## src/hdl/loop_exec_pkg.sv

```systemverilog
// Shared constants for the loop, increment, jump and interrupt-return executor.
// Assumes a 12-bit register file and a 16-bit program memory space outside the block.
package loop_exec_pkg;

  // ***********************************************************
  // Opcodes
  // ***********************************************************
  localparam logic [7:0] OP_IRQ_ON       = 8'h9f;
  localparam logic [7:0] OP_IRQ_OFF      = 8'h8f;
  localparam logic [7:0] OP_HALT         = 8'h7f;
  localparam logic [7:0] OP_INC_R        = 8'h20;
  localparam logic [7:0] OP_INC_IND      = 8'h21;
  localparam logic [7:0] OP_INC_WORD     = 8'ha0;
  localparam logic [7:0] OP_INC_WORD_IND = 8'ha1;
  localparam logic [7:0] OP_INT_RETURN   = 8'hbf;
  localparam logic [7:0] OP_JUMP_DIRECT  = 8'h8d;
  localparam logic [7:0] OP_JUMP_PAIR    = 8'hc4;
  localparam logic [3:0] NIB_DJNZ        = 4'ha;  // Low nibble of the loop opcodes
  localparam logic [3:0] NIB_INC_W       = 4'he;  // Low nibble of working-register increments
  localparam logic [3:0] NIB_ESCAPE      = 4'he;  // Operand high nibble naming a working register

  // ***********************************************************
  // Flag bit positions and control bits
  // ***********************************************************
  localparam int FLAG_C       = 7;
  localparam int FLAG_Z       = 6;
  localparam int FLAG_S       = 5;
  localparam int FLAG_V       = 4;
  localparam int IRQ_ENABLE   = 7;
  localparam int CTRL_WAKE    = 0;
  localparam int STAT_HALTED  = 0;
  localparam logic [7:0]  BYTE_MAX_POS = 8'h7f;
  localparam logic [15:0] WORD_MAX_POS = 16'h7fff;

  // ***********************************************************
  // Register offsets and reset values
  // ***********************************************************
  localparam logic [11:0] ADDR_FLAGS    = 12'h0fc;
  localparam logic [11:0] ADDR_IRQ_CTL  = 12'hfcf;
  localparam logic [11:0] ADDR_SP_HIGH  = 12'hffe;
  localparam logic [11:0] ADDR_SP_LOW   = 12'hfff;
  localparam logic [11:0] ADDR_REG_PTR  = 12'hffd;
  localparam logic [11:0] ADDR_RUN_CTL  = 12'hff0;
  localparam logic [7:0]  RST_BYTE      = 8'h00;
  localparam logic [15:0] RST_PC        = 16'h0000;

endpackage

```

## src/hdl/loop_inc_jump_irq_exec.sv

```systemverilog
// Executor for loop, increment, jump, interrupt enable/return and halt opcodes.
// Assumes program memory and register file answer a read while the registered strobe stands.
`timescale 1ns/1ps

module loop_inc_jump_irq_exec #(
  parameter logic [15:0] RESET_PC = loop_exec_pkg::RST_PC
) (
  input  wire logic        i_clk,
  input  wire logic        i_resetn,
  input  wire logic [11:0] i_reg_addr,
  input  wire logic [7:0]  i_reg_wdata,
  input  wire logic        i_reg_wr,
  input  wire logic        i_reg_rd,
  output logic      [7:0]  o_reg_rdata,
  output logic      [15:0] o_pm_addr,
  output logic             o_pm_rd,
  input  wire logic [7:0]  i_pm_data,
  output logic      [11:0] o_rf_addr,
  output logic      [7:0]  o_rf_wdata,
  output logic             o_rf_wr,
  output logic             o_rf_rd,
  input  wire logic [7:0]  i_rf_data,
  output logic             o_irq_enable,
  output logic             o_halted
);

  // ***********************************************************
  // Elaboration checks and state encoding
  // ***********************************************************
  if (RESET_PC[0] !== 1'b0 && RESET_PC[0] !== 1'b1) begin : g_bad_pc
    $error("RESET_PC must be a known value");
  end

  typedef enum logic [13:0] {
    ST_FETCH  = 14'h0001,
    ST_DECODE = 14'h0002,
    ST_OPND   = 14'h0004,
    ST_JPLO   = 14'h0008,
    ST_PTR    = 14'h0010,
    ST_ALU8   = 14'h0020,
    ST_WHI    = 14'h0040,
    ST_WLO    = 14'h0080,
    ST_WWR    = 14'h0100,
    ST_DJNZ   = 14'h0200,
    ST_IRETF  = 14'h0400,
    ST_IRETH  = 14'h0800,
    ST_IRETL  = 14'h1000,
    ST_HALT   = 14'h2000
  } exec_state_e;

  exec_state_e state;
  logic [15:0] pc;
  logic [7:0]  op;
  logic [7:0]  hi_byte;
  logic [11:0] ea;
  logic [7:0]  flags;
  logic [7:0]  irq_ctl;
  logic [7:0]  reg_ptr;
  logic [7:0]  sp_hi;
  logic [7:0]  sp_lo;

  // ***********************************************************
  // Address formation and arithmetic
  // ***********************************************************
  // Working registers live at {page, group, index}; E0-EF need group E or a pointer
  wire logic [7:0]  op_in     = i_pm_data;
  wire logic [11:0] wreg_op   = {reg_ptr[3:0], reg_ptr[7:4], op_in[7:4]};
  wire logic        escaped   = (op_in[7:4] == loop_exec_pkg::NIB_ESCAPE);
  wire logic [11:0] opnd_addr = escaped ? {reg_ptr[3:0], reg_ptr[7:4], op_in[3:0]}
                                        : {reg_ptr[3:0], op_in};
  wire logic [11:0] ptr_addr  = {reg_ptr[3:0], i_rf_data};  // Pointer value taken as is
  wire logic [11:0] ea_next   = ea + 12'h001;               // Low byte of an even pair
  wire logic [15:0] sp_word   = {sp_hi, sp_lo};
  wire logic [15:0] sp_plus1  = sp_word + 16'h0001;
  wire logic [15:0] sp_plus2  = sp_word + 16'h0002;
  wire logic [7:0]  inc_res   = i_rf_data + 8'h01;
  wire logic [7:0]  dec_res   = i_rf_data - 8'h01;
  wire logic [15:0] word_in   = {hi_byte, i_rf_data};
  wire logic [15:0] word_res  = word_in + 16'h0001;
  // Base is already past the offset byte when the offset arrives
  wire logic [15:0] dj_target = pc + {{8{op_in[7]}}, op_in};
  wire logic        wake      = i_reg_wr && (i_reg_addr == loop_exec_pkg::ADDR_RUN_CTL)
                                && i_reg_wdata[loop_exec_pkg::CTRL_WAKE];
  wire logic        is_djnz   = (op_in[3:0] == loop_exec_pkg::NIB_DJNZ);
  wire logic        is_inc_w  = (op_in[3:0] == loop_exec_pkg::NIB_INC_W);
  wire logic        two_byte  = (op_in == loop_exec_pkg::OP_INC_R)
                                || (op_in == loop_exec_pkg::OP_INC_IND)
                                || (op_in == loop_exec_pkg::OP_INC_WORD)
                                || (op_in == loop_exec_pkg::OP_INC_WORD_IND)
                                || (op_in == loop_exec_pkg::OP_JUMP_DIRECT)
                                || (op_in == loop_exec_pkg::OP_JUMP_PAIR);

  // Flag update shared by byte and word increment: C, D, H pass through
  function automatic logic [7:0] arith_flags(input logic [7:0] old, input logic z,
                                             input logic s, input logic v);
    logic [7:0] f;
    f = old;
    f[loop_exec_pkg::FLAG_Z] = z;
    f[loop_exec_pkg::FLAG_S] = s;
    f[loop_exec_pkg::FLAG_V] = v;
    return f;
  endfunction

  wire logic [7:0] flags_inc8  = arith_flags(flags, inc_res == 8'h00, inc_res[7],
                                             i_rf_data == loop_exec_pkg::BYTE_MAX_POS);
  wire logic [7:0] flags_inc16 = arith_flags(flags, word_res == 16'h0000, word_res[15],
                                             word_in == loop_exec_pkg::WORD_MAX_POS);

  // ***********************************************************
  // Software register port
  // ***********************************************************
  // Read data decode; unmapped addresses return zero
  wire logic [7:0] rd_sel =
    (i_reg_addr == loop_exec_pkg::ADDR_FLAGS)   ? flags   :
    (i_reg_addr == loop_exec_pkg::ADDR_IRQ_CTL) ? irq_ctl :
    (i_reg_addr == loop_exec_pkg::ADDR_SP_HIGH) ? sp_hi   :
    (i_reg_addr == loop_exec_pkg::ADDR_SP_LOW)  ? sp_lo   :
    (i_reg_addr == loop_exec_pkg::ADDR_REG_PTR) ? reg_ptr :
    (i_reg_addr == loop_exec_pkg::ADDR_RUN_CTL) ? {7'h00, o_halted} : 8'h00;

  always_ff @(posedge i_clk or negedge i_resetn) begin
    if (!i_resetn) begin
      o_reg_rdata <= loop_exec_pkg::RST_BYTE;
    end else if (i_reg_rd) begin
      o_reg_rdata <= rd_sel;
    end
  end

  assign o_irq_enable = irq_ctl[loop_exec_pkg::IRQ_ENABLE];

  // ***********************************************************
  // Sequencer
  // ***********************************************************
  // Software writes land first; an opcode state writing the same register bits in the same cycle overrides those bits
  always_ff @(posedge i_clk or negedge i_resetn) begin
    if (!i_resetn) begin
      state      <= ST_FETCH;
      pc         <= RESET_PC;
      op         <= loop_exec_pkg::RST_BYTE;
      hi_byte    <= loop_exec_pkg::RST_BYTE;
      ea         <= 12'h000;
      flags      <= loop_exec_pkg::RST_BYTE;
      irq_ctl    <= loop_exec_pkg::RST_BYTE;
      reg_ptr    <= loop_exec_pkg::RST_BYTE;
      sp_hi      <= loop_exec_pkg::RST_BYTE;
      sp_lo      <= loop_exec_pkg::RST_BYTE;
      o_pm_addr  <= RESET_PC;
      o_pm_rd    <= 1'b0;
      o_rf_addr  <= 12'h000;
      o_rf_wdata <= loop_exec_pkg::RST_BYTE;
      o_rf_wr    <= 1'b0;
      o_rf_rd    <= 1'b0;
      o_halted   <= 1'b0;
    end else begin
      o_pm_rd <= 1'b0;
      o_rf_rd <= 1'b0;
      o_rf_wr <= 1'b0;
      if (i_reg_wr) begin
        case (i_reg_addr)
          loop_exec_pkg::ADDR_FLAGS:   flags   <= i_reg_wdata;
          loop_exec_pkg::ADDR_IRQ_CTL: irq_ctl <= i_reg_wdata;
          loop_exec_pkg::ADDR_SP_HIGH: sp_hi   <= i_reg_wdata;
          loop_exec_pkg::ADDR_SP_LOW:  sp_lo   <= i_reg_wdata;
          loop_exec_pkg::ADDR_REG_PTR: reg_ptr <= i_reg_wdata;
          default: ;
        endcase
      end
      case (state)
        ST_FETCH: begin
          o_pm_addr <= pc;
          o_pm_rd   <= 1'b1;
          pc        <= pc + 16'h0001;
          state     <= ST_DECODE;
        end
        ST_DECODE: begin
          op <= op_in;
          if (op_in == loop_exec_pkg::OP_IRQ_ON) begin
            irq_ctl[loop_exec_pkg::IRQ_ENABLE] <= 1'b1;
            state <= ST_FETCH;
          end else if (op_in == loop_exec_pkg::OP_IRQ_OFF) begin
            irq_ctl[loop_exec_pkg::IRQ_ENABLE] <= 1'b0;
            state <= ST_FETCH;
          end else if (op_in == loop_exec_pkg::OP_HALT) begin
            o_halted <= 1'b1;
            state    <= ST_HALT;
          end else if (op_in == loop_exec_pkg::OP_INT_RETURN) begin
            o_rf_addr <= sp_word[11:0];
            o_rf_rd   <= 1'b1;
            state     <= ST_IRETF;
          end else if (is_inc_w) begin
            ea        <= wreg_op;
            o_rf_addr <= wreg_op;
            o_rf_rd   <= 1'b1;
            state     <= ST_ALU8;
          end else if (is_djnz || two_byte) begin
            // Counter read and offset fetch go out together
            ea        <= wreg_op;
            o_rf_addr <= wreg_op;
            o_rf_rd   <= is_djnz;
            o_pm_addr <= pc;
            o_pm_rd   <= 1'b1;
            pc        <= pc + 16'h0001;
            state     <= is_djnz ? ST_DJNZ : ST_OPND;
          end else begin
            state <= ST_FETCH;  // Other opcodes belong to other units
          end
        end
        ST_OPND: begin
          if (op == loop_exec_pkg::OP_JUMP_DIRECT) begin
            hi_byte   <= op_in;  // High byte comes first
            o_pm_addr <= pc;
            o_pm_rd   <= 1'b1;
            pc        <= pc + 16'h0001;
            state     <= ST_JPLO;
          end else begin
            ea        <= opnd_addr;
            o_rf_addr <= opnd_addr;
            o_rf_rd   <= 1'b1;
            if (op == loop_exec_pkg::OP_INC_R) begin
              state <= ST_ALU8;
            end else if (op == loop_exec_pkg::OP_INC_IND
                         || op == loop_exec_pkg::OP_INC_WORD_IND) begin
              state <= ST_PTR;
            end else begin
              state <= ST_WHI;
            end
          end
        end
        ST_JPLO: begin
          pc    <= {hi_byte, op_in};
          state <= ST_FETCH;
        end
        ST_PTR: begin
          // Even effective address is software's duty, pair low byte is at +1
          ea        <= ptr_addr;
          o_rf_addr <= ptr_addr;
          o_rf_rd   <= 1'b1;
          state     <= (op == loop_exec_pkg::OP_INC_IND) ? ST_ALU8 : ST_WHI;
        end
        ST_ALU8: begin
          o_rf_addr  <= ea;
          o_rf_wdata <= inc_res;
          o_rf_wr    <= 1'b1;
          flags      <= flags_inc8;
          state      <= ST_FETCH;
        end
        ST_WHI: begin
          hi_byte   <= i_rf_data;
          o_rf_addr <= ea_next;
          o_rf_rd   <= 1'b1;
          state     <= ST_WLO;
        end
        ST_WLO: begin
          if (op == loop_exec_pkg::OP_JUMP_PAIR) begin
            pc    <= word_in;
            state <= ST_FETCH;
          end else begin
            o_rf_addr  <= ea_next;
            o_rf_wdata <= word_res[7:0];
            o_rf_wr    <= 1'b1;
            hi_byte    <= word_res[15:8];
            flags      <= flags_inc16;
            state      <= ST_WWR;
          end
        end
        ST_WWR: begin
          o_rf_addr  <= ea;
          o_rf_wdata <= hi_byte;
          o_rf_wr    <= 1'b1;
          state      <= ST_FETCH;
        end
        ST_DJNZ: begin
          o_rf_addr  <= ea;
          o_rf_wdata <= dec_res;
          o_rf_wr    <= 1'b1;
          if (dec_res != 8'h00) begin
            pc <= dj_target;
          end
          state <= ST_FETCH;
        end
        ST_IRETF: begin
          flags     <= i_rf_data;
          {sp_hi, sp_lo} <= sp_plus1;
          o_rf_addr <= sp_plus1[11:0];
          o_rf_rd   <= 1'b1;
          state     <= ST_IRETH;
        end
        ST_IRETH: begin
          hi_byte   <= i_rf_data;
          o_rf_addr <= sp_plus1[11:0];
          o_rf_rd   <= 1'b1;
          state     <= ST_IRETL;
        end
        ST_IRETL: begin
          pc             <= {hi_byte, i_rf_data};
          {sp_hi, sp_lo} <= sp_plus2;
          irq_ctl[loop_exec_pkg::IRQ_ENABLE] <= 1'b1;
          state          <= ST_FETCH;
        end
        ST_HALT: begin
          // No fetch while parked, so a stray memory answer cannot be consumed
          if (wake) begin
            o_halted <= 1'b0;
            state    <= ST_FETCH;
          end
        end
        default: state <= ST_FETCH;
      endcase
    end
  end
endmodule

```

## config.mk

```make
export PLATFORM = sky130hd
export DESIGN_NAME = loop_inc_jump_irq_exec
export DESIGN_NICKNAME = d
export VERILOG_FILES = /design/src/hdl/loop_exec_pkg.sv /design/src/hdl/loop_inc_jump_irq_exec.sv
export SDC_FILE = /design/constraint.sdc
export NUM_CORES = 1
export LEC_CHECK = 0
export BUFFER_PORTS_ARGS = -buffer_cell sky130_fd_sc_hd__buf_2
export CORE_AREA = 5 5 135 201
export CTS_CLUSTER_SIZE = 10
export DETAILED_ROUTE_END_ITERATION = 6
export DIE_AREA = 0 0 140 206
export GPL_ROUTABILITY_DRIVEN = 0
export SLEW_MARGIN = 10
export SYNTH_ARGS = -nofsm -noshare
export SYNTH_HDL_FRONTEND = slang
export SYNTH_SLANG_ARGS = --single-unit
```

## constraint.sdc

```tcl
create_clock -name i_clk -period 8.4 [get_ports i_clk]
set_clock_uncertainty 0.15 [all_clocks]
set_input_delay 0.42 -clock i_clk [delete_from_list [all_inputs] [get_ports i_clk]]
set_output_delay 0.42 -clock i_clk [all_outputs]
set_load 0.01 [all_outputs]
```

* Word level (Yosys, flattened, before mapping) *
Cells that the tools add are included.

cells by class
  $add $sub $neg = 8
  multiply operators = 0
  divide/modulo/power cells = 0
  $lt $le $gt $ge = 0
  equality and inequality tests = 55
  shifts and indexed selects = 0
  mux-type cells = 96
  bitwise logic cells = 1
  reduce and logical (&&, ||, !) cells = 38

operators with widths
  operator                                                                 number
  16-bit two-way mux                                                       16
  12-bit two-way mux                                                       12
  8-bit two-way mux                                                        18
  14-bit one-hot mux with 9 select lines                                   1
  16-bit one-hot mux with 7 select lines                                   1
  12-bit one-hot mux with 7 select lines                                   1
  8-bit equality test, second input constant                               10
  12-bit equality test, second input constant                              5
  14-bit two-way mux                                                       4
  16-bit by 1-bit adder with 16-bit output, second input constant          3
  16-bit one-hot mux with 3 select lines                                   1
  8-bit one-hot mux with 3 select lines                                    2
  12-bit one-hot mux with 3 select lines                                   1
  8-bit by 6-bit equality test with 1-bit output, second input constant    4
  8-bit one-hot mux with 2 select lines                                    2
  8-bit one-hot mux with 4 select lines                                    1
  10-bit two-way mux                                                       3
  7-bit two-way mux                                                        4
  2-bit inequality test, second input constant                             13
  1-bit two-way mux                                                        22
  3-bit nonzero test                                                       6
  16-bit adder                                                             1
  16-bit by 2-bit adder with 16-bit output, second input constant          1
  16-bit by 15-bit equality test with 1-bit output, second input constant  1
  44 further kinds                                                         65

storage, ports and cells
  bits in registers = 146
  latch bits = 0
  memory bits (writable) = 0
  memory bits (read-only) = 0
  input bits = 40
  output and inout port bits = 49
  word-level logic and storage cells = 218
  memories = 0

* Depth between registers and ports, before layout *
Gate-level depths: netlist (run 1).

  word-level depth = 14
  gate-level depth with buffers = 16

* Worst setup path after synthesis (run 1) *
Ideal clock, no wire load.

  kind = flip-flop to flip-flop
  start point = register state[2]
  end point = register pc[12]
  setup time = 0.125 ns
  data arrival time = 3.801 ns
  required time = 8.125 ns
  path slack = 4.324 ns
  stages on the path, launching flop included = 16
  buffers on the path = 2
  clock period less this slack = 4.076 ns
  path through = dfrtp_1 -> clkbuf_1 -> or4_1 -> nor4_2 -> and2_1 -> clkbuf_1 -> nand2b_1 -> ha_1 -> fa_1 -> a211oi_1 -> o21ai_0 -> nand3_1 -> nand2_1 -> xnor2_1 -> o21ai_0 -> mux2_2

on the way
  longest elaborated chain between the ends = 3
  elaborated cells between the ends (all ways) = 19

ends and longest elaborated chain
  item                                                                      line                           text
  start, declared                                                           loop_inc_jump_irq_exec.sv:51   exec_state_e state;
  start signal, assigned                                                    loop_inc_jump_irq_exec.sv:203  state <= is_djnz ? ST_DJNZ : ST_OPND;
  start signal, assigned                                                    loop_inc_jump_irq_exec.sv:238  state <= (op == loop_exec_pkg::OP_INC_IND) ? ST_ALU8 : ST_WHI;
  14-bit by 10-bit equality test with 1-bit output (tied with other cells)  loop_inc_jump_irq_exec.sv:168  case (state)
  7-bit nonzero test (no line) or 2-bit inequality test (tied branches)     n/a
  10-bit AND reduction (no line)                                            n/a
  end signal, assigned                                                      loop_inc_jump_irq_exec.sv:172  pc <= pc + 16'h0001;
  end signal, assigned                                                      loop_inc_jump_irq_exec.sv:202  pc <= pc + 16'h0001;
  end signal, assigned                                                      loop_inc_jump_irq_exec.sv:213  pc <= pc + 16'h0001;
  end, declared                                                             loop_inc_jump_irq_exec.sv:52   logic [15:0] pc;

Several ways; a longest one is shown, not always the timed one.
A chain may end at the register's enable or synchronous reset.

* Worst setup path after layout (run 1) *
  start point = register state[2]
  end point = register pc[14]

The elaborated chain is that of the path after synthesis.

==> results of run 1 <==
## critical path: cells and delay by family, from the launching register on
kind                       cells  cell delay, ns
xor gates and xnor gates       1            0.17
adders and majority gates      2            0.68
AOI/OAI and AO/OA              4            0.79
and+or+nand+nor                6            2.06
DFF                            1            0.49
## cell type report
class | instances | area (sq um)
Clock buffer | 19 | 433
Clock inverter | 13 | 200
Fill cell | 2538 | 13900
Inverter | 17 | 63.8
Multi-Input combinational cell | 899 | 5840
Sequential cell | 146 | 3650
Tap cell | 328 | 410
Timing Repair Buffer | 98 | 524
## synth_stat cells, types with 12 or more instances
master                     instances
sky130_fd_sc_hd__nand3_1          27
sky130_fd_sc_hd__a21o_1           13
sky130_fd_sc_hd__nand4_1          21
sky130_fd_sc_hd__xor2_1           18
sky130_fd_sc_hd__nor2_1           97
sky130_fd_sc_hd__nor3_1           29
sky130_fd_sc_hd__inv_1            16
sky130_fd_sc_hd__nor4_1           12
sky130_fd_sc_hd__a21oi_1          77
sky130_fd_sc_hd__a22o_1           20
sky130_fd_sc_hd__xnor2_1          20
sky130_fd_sc_hd__mux2_2           37
sky130_fd_sc_hd__o21ai_0          82
sky130_fd_sc_hd__and3_1           18
sky130_fd_sc_hd__o21ai_1          12
sky130_fd_sc_hd__nand2_1         120
sky130_fd_sc_hd__dfrtp_1         145
sky130_fd_sc_hd__ha_1             22
sky130_fd_sc_hd__clkbuf_1         62
sky130_fd_sc_hd__a31oi_1          14
sky130_fd_sc_hd__a22oi_1          27
## logic make-up after synthesis
group                      count (synthesis)  share of synthesized area
DFF                                      146                      0.369
muxes                                     53                     0.0624
adders and majority gates                 23                     0.0299
buffers and inverters                     91                     0.0403
xor gates and xnor gates                  38                     0.0336
and+or+nand+nor                          424                      0.222
AOI/OAI and AO/OA                        361                      0.242
## worst paths after layout
| kind | endpoint | slack, ns | depth (start not counted) |
|---|---|---|---|
| setup / recovery | pc[14]$_DFFE_PN0P_ | 3.89 | 13 |
| min in group asynchronous | o_rf_addr[7]$_DFFE_PN0P_ | 0.42 | 2 |
| max in group asynchronous | state[10]$_DFFE_PN0N_ | 6.26 | 3 |
| setup reg to reg | pc[14]$_DFFE_PN0P_ | 3.89 | 13 |
| hold reg to reg | o_rf_addr[1]$_DFFE_PN0P_ | 0.32 | 1 |
| hold / removal | irq_ctl[5]$_DFFE_PN0P_ | 0.16 | 2 |
## power by group through the flow
stage          logic [mW]  registers, mW  clock network [mW]
3_3_place_gp        0.692          0.980                   0
5_1_grt             0.770          0.994               0.884
4_1_cts             0.704          0.973               0.855
3_5_place_dp        0.702          0.986                   0
2_1_floorplan       0.535          0.949                   0
6_report            0.697          0.974               0.839
## cell usage in the layout, fill, tap and decap left out, types with 16 or more instances in the layout
cell	n
sky130_fd_sc_hd__dfrtp_1	145
sky130_fd_sc_hd__nand2_1	120
sky130_fd_sc_hd__nor2_1	97
sky130_fd_sc_hd__buf_2	87
sky130_fd_sc_hd__o21ai_0	82
sky130_fd_sc_hd__a21oi_1	77
sky130_fd_sc_hd__mux2_2	37
sky130_fd_sc_hd__nor3_1	29
sky130_fd_sc_hd__nand3_1	27
sky130_fd_sc_hd__a22oi_1	27
sky130_fd_sc_hd__ha_1	22
sky130_fd_sc_hd__nand4_1	21
sky130_fd_sc_hd__xnor2_1	20
sky130_fd_sc_hd__a22o_1	20
sky130_fd_sc_hd__and3_1	18
sky130_fd_sc_hd__xor2_1	18
sky130_fd_sc_hd__clkbuf_16	17
sky130_fd_sc_hd__inv_1	16
## repair_timing
item,4_1_cts,5_1_grt
hold buffers,1,0
endpoints found under the setup margin,0,0
hold endpoints to repair,73,0
## flip-flops by register name, indices dropped and copies added (netlist names), 12 cells and up
signal / count
pc: 16
state: 14
ea: 12
o_rf_addr: 12
o_pm_addr: 16
## stage by stage
step                worst slack [ns]   util  power, mW  cells
floorplan                       4.32      -       1.48   1136
global placement                4.02  0.418       1.67   1487
detailed placement              3.94  0.418       1.69   1487
CTS                             3.92  0.444       2.53   1520
global route                    3.53  0.444       2.65   1520
finish                          3.89  0.444       2.51   1520
## routing by layer
metal | up-vias | routed length (microns)
met3 | 128 | 2010
met2 | 427 | 17300
met5 | - | 0
li1 | 4362 | -
met1 | 4537 | 12100
met4 | 0 | 2380
==> results.md, run 1 <==
- Synth Cell Area: 9890 sq um
- Data required time of the critical path: 8.52 ns
- Logic pwr share: 0.278
- First-pass GRT wire length: 51800 microns
- Initial antenna violation count: 0
- RSZ-0062 raised after global routing: no
- Power density over the cells: 226 nW/um^2
- Die boundary height: 206 microns
- Fraction of the cycle the final worst path needs: 0.537
- Fraction of power consumed by sequential logic: 0.388
- Clock tree from TritonCTS: built
- Global-route usage over all layers: 0.230
- Yosys Warn Count: 0
- I/O pins: 89
- Maximum VDD drop: 149 uV
- Syn Inst Count: 1136
- Post-synth ARST share: 1.00
- Share of total power in the clock network: 0.334
- Final #Nets: 1242
- Initial DRC Count: 708
- GR Util met3: 0.0417
- Cell-by-cell listing of the critical path: or4_1, nor4_2, and2_1, nand2b_1, ha_1, fa_1, a211oi_1, o21ai_0, nand3_1, nand2_1, a31oi_1, xor2_1, o31ai_1
- Half-perimeter wire length after placement: 25000 microns
- Internal power summed over all cells: 1.64 mW
- Post-route ant nets: 0
- Number of placement rows: 71
- Portion of synthesized cell area occupied by the leading cell type: 0.367
- Switching fraction of total power: 0.346
- Avg Vias per Cell: 6.22
- DRC viols: 0
- Critical path startpoint category: flop
- WL/cell: 22.2 microns
- Met1 layer usage reported by global route: 0.244
- Pins over their slew limit: 0
- Seq/Total Area, Yosys: 0.369
- Number of resized instances in the post-cts repair step: 0
- Layout Cell Area excl Fill: 11100 sq um
- Number of synthesized register bits: 146
- Worst-path clk slew: 0.07 ns
- Smallest hold slack: 0.162 ns
- Slowest-stage cell, CP: sky130_fd_sc_hd__or4_1
- Chip width: 140 microns
- Final-report setup violation count: 0
- Clock buffer count from CTS: 17
- Maximum level of the CTS H-tree: 4
- Class of the worst hold path: input pin to flop
- Starting density of the core: 0.395
- Synth Area per Inst: 8.71 sq um
- Pin count of the biggest net entering global routing: 76
- Core region area: 25100 sq um
- GR peak layer: met2
- Overall die area: 28800 sq um
- Instance area after placement: 10500 sq um
- Launch point of the critical path: state[2]$_DFFE_PN0N_
- Number of buffers on the longest clock path: 2
- Synthesized net count: 1199
- Total inserted antenna cells: 0
- Area delta synth->final: 12.5%
- Hold Startpoint: i_reg_wdata[5]
- Vias in the first global route: 9311
- Number of endpoints with negative hold slack in the final report: 0
- Worst rel slew slack: 0.219
- Leading area contributor after synthesis: sky130_fd_sc_hd__dfrtp_1
- Clock root buffer: sky130_fd_sc_hd__clkbuf_16
- Sort of element at the end of the critical path: flop
- Grt met2 use: 0.412
- Vias post-DR: 9454
- Switching Power: 867 uW
- Max Cap Viol: 0
- Achievable clock frequency: 0.222 GHz
- Number of buffer cells added on primary ports: 88
- Final TNS setup: 0 ns
- Fraction of layout cells with a size suffix above 1: 0.166
- Wire length reported by the detailed router: 33800 microns
- Most frequently used flop master after synthesis: sky130_fd_sc_hd__dfrtp_1
- Crit path largest cell delay: 0.67 ns
- Largest fanout on the critical path: 12
- Shortest period the worst path allows: 4.51 ns
- Clock Sinks: 146
- Number of detailed-routing iterations run before antenna repair: 5
- Reg-to-reg critical path startpoint: state[2]$_DFFE_PN0N_
- Run status: complete, no violations
- Post-CTS setup-driven buffer insertion count: 0
- Actual transition at the worst max-transition pin: 1.16 ns
- Crit Path Class: flop to flop
- Clock insertion delay at the later pin of the skew report: 0.44 ns
- Leak: 4.82 nW
- Top cells by area in the synthesized netlist: sky130_fd_sc_hd__dfrtp_1 37%, sky130_fd_sc_hd__nand2_1 4.6%, sky130_fd_sc_hd__mux2_2 4.2%
- Final global-route overflow total: 0
- Count of flip-flops with a built-in enable after synthesis: 0
- Data arrival time of the worst path: 4.63 ns
- Count of unique library cells instantiated by Yosys: 84
No activity file was read; power rests on OpenSTA's default activity.
==> inputs of run 2 (changes only) <==
==> constraint.sdc (replaced) <==
create_clock -name i_clk -period 4.7 [get_ports i_clk]
set_clock_uncertainty 0.15 [all_clocks]
set_input_delay 0.235 -clock i_clk [delete_from_list [all_inputs] [get_ports i_clk]]
set_output_delay 0.235 -clock i_clk [all_outputs]
set_load 0.01 [all_outputs]
==> run 2 against run 1 <==
Net effect: largest cell class unchanged; utilization rose by 0.51 points; global-route usage rose by 0.062 points; critical path depth rose by 1; critical path type unchanged; critical endpoint unchanged.
==> results.md, run 2 (synthesis results as in run 1) <==
- Total inserted antenna cells: 0 (unchanged)
- Pins over their slew limit: 0 (unchanged)
- Class of the worst hold path: input pin to flop (unchanged)
- Slowest-stage cell, CP: sky130_fd_sc_hd__or4_1 (unchanged)
- Clock insertion delay at the later pin of the skew report: 0.44 ns (about the same)
- Number of resized instances in the post-cts repair step: 0 (unchanged)
- Cell depth of the worst hold path: 2 (unchanged)
- Highest-count cells in the layout ignoring fill and taps: 145 x sky130_fd_sc_hd__dfrtp_1, 120 x sky130_fd_sc_hd__nand2_1, 97 x sky130_fd_sc_hd__nor2_1, 87 x sky130_fd_sc_hd__buf_2, 82 x sky130_fd_sc_hd__o21ai_0 (unchanged)
- Smallest hold slack: 0.0289 ns (was 0.162 ns)
- Worst rel slew slack: 0.252 (was 0.219)
- Run status: complete, no violations (unchanged)
- Count of hold-fix buffers inserted at cts: 5 (was 1)
- Fraction of the cycle the final worst path needs: 0.848 (was 0.537)
- Gate family responsible for the most delay along the worst path: simple AND/OR/NAND/NOR gates (unchanged)
- Final WS setup: 0.715 ns (was 3.89 ns)
- Critical path startpoint category: flop (unchanged)
- Capture instance of the worst register-to-register path: pc[14]$_DFFE_PN0P_ (unchanged)
- First-pass GRT wire length: 52000 microns (was 51800 microns)
- Starting density of the core: 0.395 (unchanged)
- Power density over the cells: 398 nW/um^2 (was 226 nW/um^2)
- Post-Layout Cell Count: 1536 (was 1520)
- Pin count of the biggest net entering global routing: 92 (was 76)
- Die boundary height: 206 microns (unchanged)
- Crit path largest cell delay: 0.65 ns (was 0.67 ns)
- Reg-to-reg critical path startpoint: state[2]$_DFFE_PN0N_ (unchanged)
- Combined buffer and inverter count along the critical path: 1 (was 0)
- Storage element area: 3650 sq um (unchanged)
- Crit Path Class: flop to flop (unchanged)
- Multi-input gate area: 5840 sq um (unchanged)
- Placement Setup Slack: 0.763 ns (was 3.94 ns)
- Layout fillers: 2496 (was 2538)
- Post-CTS setup-driven buffer insertion count: 0 (unchanged)
- DRC viols: 0 (unchanged)
- Final core utilization: 0.449 (was 0.444)
- Wire length reported by the detailed router: 33800 microns (about the same)
- Leak: 4.91 nW (was 4.82 nW)
- Global-route usage over all layers: 0.231 (was 0.230)
- Vias post-DR: 9438 (was 9454)
- Worst-path clk slew: 0.07 ns (about the same)
- Number of placement rows: 71 (unchanged)
- Final TNS setup: 0 ns (unchanged)
- Actual transition at the worst max-transition pin: 1.11 ns (was 1.16 ns)
- Hold worst-path end: state[9]$_DFFE_PN0N_ (was irq_ctl[5]$_DFFE_PN0P_)
- Area delta synth->final: 13.7% (was 12.5%)
- Number of endpoints with negative hold slack in the final report: 0 (unchanged)
- Final #Nets: 1258 (was 1242)
- Overall die area: 28800 sq um (unchanged)
- Largest registers: o_pm_addr x16, pc x16, state x14 (unchanged)
- Vias in the first global route: 9297 (was 9311)
- Number of buffer cells added on primary ports: 88 (unchanged)
- Half-perimeter wire length after placement: 25300 microns (was 25000 microns)
- Shortest period the worst path allows: 3.98 ns (was 4.51 ns)
- Count of cells along the worst register-to-register path: 14 (was 13)
- I/O pins: 89 (unchanged)
- Number of cells in the design after placement: 1499 (was 1487)
- Hold Startpoint: i_pm_data[2] (was i_reg_wdata[5])
- Chip width: 140 microns (unchanged)
- Maximum level of the CTS H-tree: 4 (unchanged)
- Clock Sinks: 146 (unchanged)
- Max Cap Viol: 0 (unchanged)
- Cell-by-cell listing of the critical path: or4_1, nor4_2, buf_4, and2_1, nand2b_1, ha_1, fa_1, a211oi_1, o21ai_0, nand3_1, nand2_1, a31oi_1, xor2_1, o31ai_1 (was or4_1, nor4_2, and2_1, nand2b_1, ha_1, fa_1, a211oi_1, o21ai_0, nand3_1, nand2_1, a31oi_1, xor2_1, o31ai_1)
- Clock tree from TritonCTS: built (unchanged)
- Initial antenna violation count: 0 (unchanged)
- Reg2Reg Setup Slack: 0.72 ns (was 3.89 ns)
- Sort of element at the end of the critical path: flop (unchanged)
- Final-report setup violation count: 0 (unchanged)
- WL/cell: 22.0 microns (was 22.2 microns)
- Achievable clock frequency: 0.251 GHz (was 0.222 GHz)
- Data required time of the critical path: 4.83 ns (was 8.52 ns)
- Maximum VDD drop: 270 uV (was 149 uV)
- Core region area: 25100 sq um (unchanged)
- Number of buffers on the longest clock path: 2 (unchanged)
- Fraction of layout cells with a size suffix above 1: 0.175 (was 0.166)
- Clock buffer count from CTS: 17 (unchanged)
- Post-route ant nets: 0 (unchanged)
- Most common cell after layout, fill and taps aside: sky130_fd_sc_hd__dfrtp_1 (unchanged)
- RSZ-0062 raised after global routing: no (unchanged)
- Data arrival time of the worst path: 4.11 ns (was 4.63 ns)
- Number of detailed-routing iterations run before antenna repair: 5 (unchanged)
- Largest fanout on the critical path: 10 (was 12)
- Avg Vias per Cell: 6.14 (was 6.22)
- Clock root buffer: sky130_fd_sc_hd__clkbuf_16 (unchanged)
- Initial DRC Count: 705 (was 708)
- Final global-route overflow total: 0 (unchanged)
run 2: cell types whose count changed in the layout (fill, tap and decap cells not counted), sizes merged:
cell         previous run  this run
dlygate4sd3             1         5
inv                    21        27
buf                    97       109
clkinvlp                3         0
bufinv                  4         3
clkbuf                 19        17
run 2: where the power goes:
| group | leakage, nW | internal, mW | switching [mW] |
|---|---|---|---|
| combinational | 2.74 | 0.550 | 0.702 |
| sequential | 1.86 | 1.49 | 0.248 |
| clock | 0.312 | 0.861 | 0.627 |
| total | 4.91 | 2.90 | 1.58 |
run 2: cell type report:
class / instances / share of cell area
multi-input cells: 899 / 0.519
flip-flops and latches: 146 / 0.325
repair buffers: 114 / 0.0582
clock buffers: 17 / 0.0378
well taps: 328 / 0.0365
clock inverters: 15 / 0.0182
inverters: 17 / 0.00567
run 2: layer usage:
metal	vias to the layer above	track usage	wire, microns
li1	4404	-	-
met1	4546	0.252	12400
met2	375	0.418	17500
met3	113	0.0340	1660
met4	0	0.143	2190
met5	-	0	0
run 2: how the worst max path moves through the flow:
stage / start / to / slack (ns) / depth (start not counted)
final: state[2]$_DFFE_PN0N_ / pc[14]$_DFFE_PN0P_ / 0.72 / 14
after global routing: state[2]$_DFFE_PN0N_ / pc[14]$_DFFE_PN0P_ / 0.42 / 13
after CTS: state[2]$_DFFE_PN0N_ / pc[14]$_DFFE_PN0P_ / 0.73 / 14
after global placement: state[13]$_DFFE_PN0N_ / pc[12]$_DFFE_PN0P_ / 0.86 / 6
after detailed placement: state[2]$_DFFE_PN0N_ / pc[14]$_DFFE_PN0P_ / 0.76 / 14
after floorplan: state[2]$_DFFE_PN0N_ / pc[12]$_DFFE_PN0P_ / 0.62 / 15
run 2: through the flow:
step	cell area [sq um]	total power, mW
floorplan	9890	2.65
global placement	10600	3.00
detailed placement	10600	3.02
CTS	11300	4.52
global route	11300	4.74
finish	11300	4.48
run 2: worst register-to-register path: stages (launching register included):
cell and delay, ns:
sky130_fd_sc_hd__dfrtp_1 0.49, sky130_fd_sc_hd__or4_1 0.65, sky130_fd_sc_hd__nor4_2 0.23, sky130_fd_sc_hd__buf_4 0.18
sky130_fd_sc_hd__and2_1 0.15, sky130_fd_sc_hd__nand2b_1 0.07, sky130_fd_sc_hd__ha_1 0.22, sky130_fd_sc_hd__fa_1 0.43
sky130_fd_sc_hd__a211oi_1 0.31, sky130_fd_sc_hd__o21ai_0 0.26, sky130_fd_sc_hd__nand3_1 0.13, sky130_fd_sc_hd__nand2_1 0.10
sky130_fd_sc_hd__a31oi_1 0.21, sky130_fd_sc_hd__xor2_1 0.17, sky130_fd_sc_hd__o31ai_1 0.08
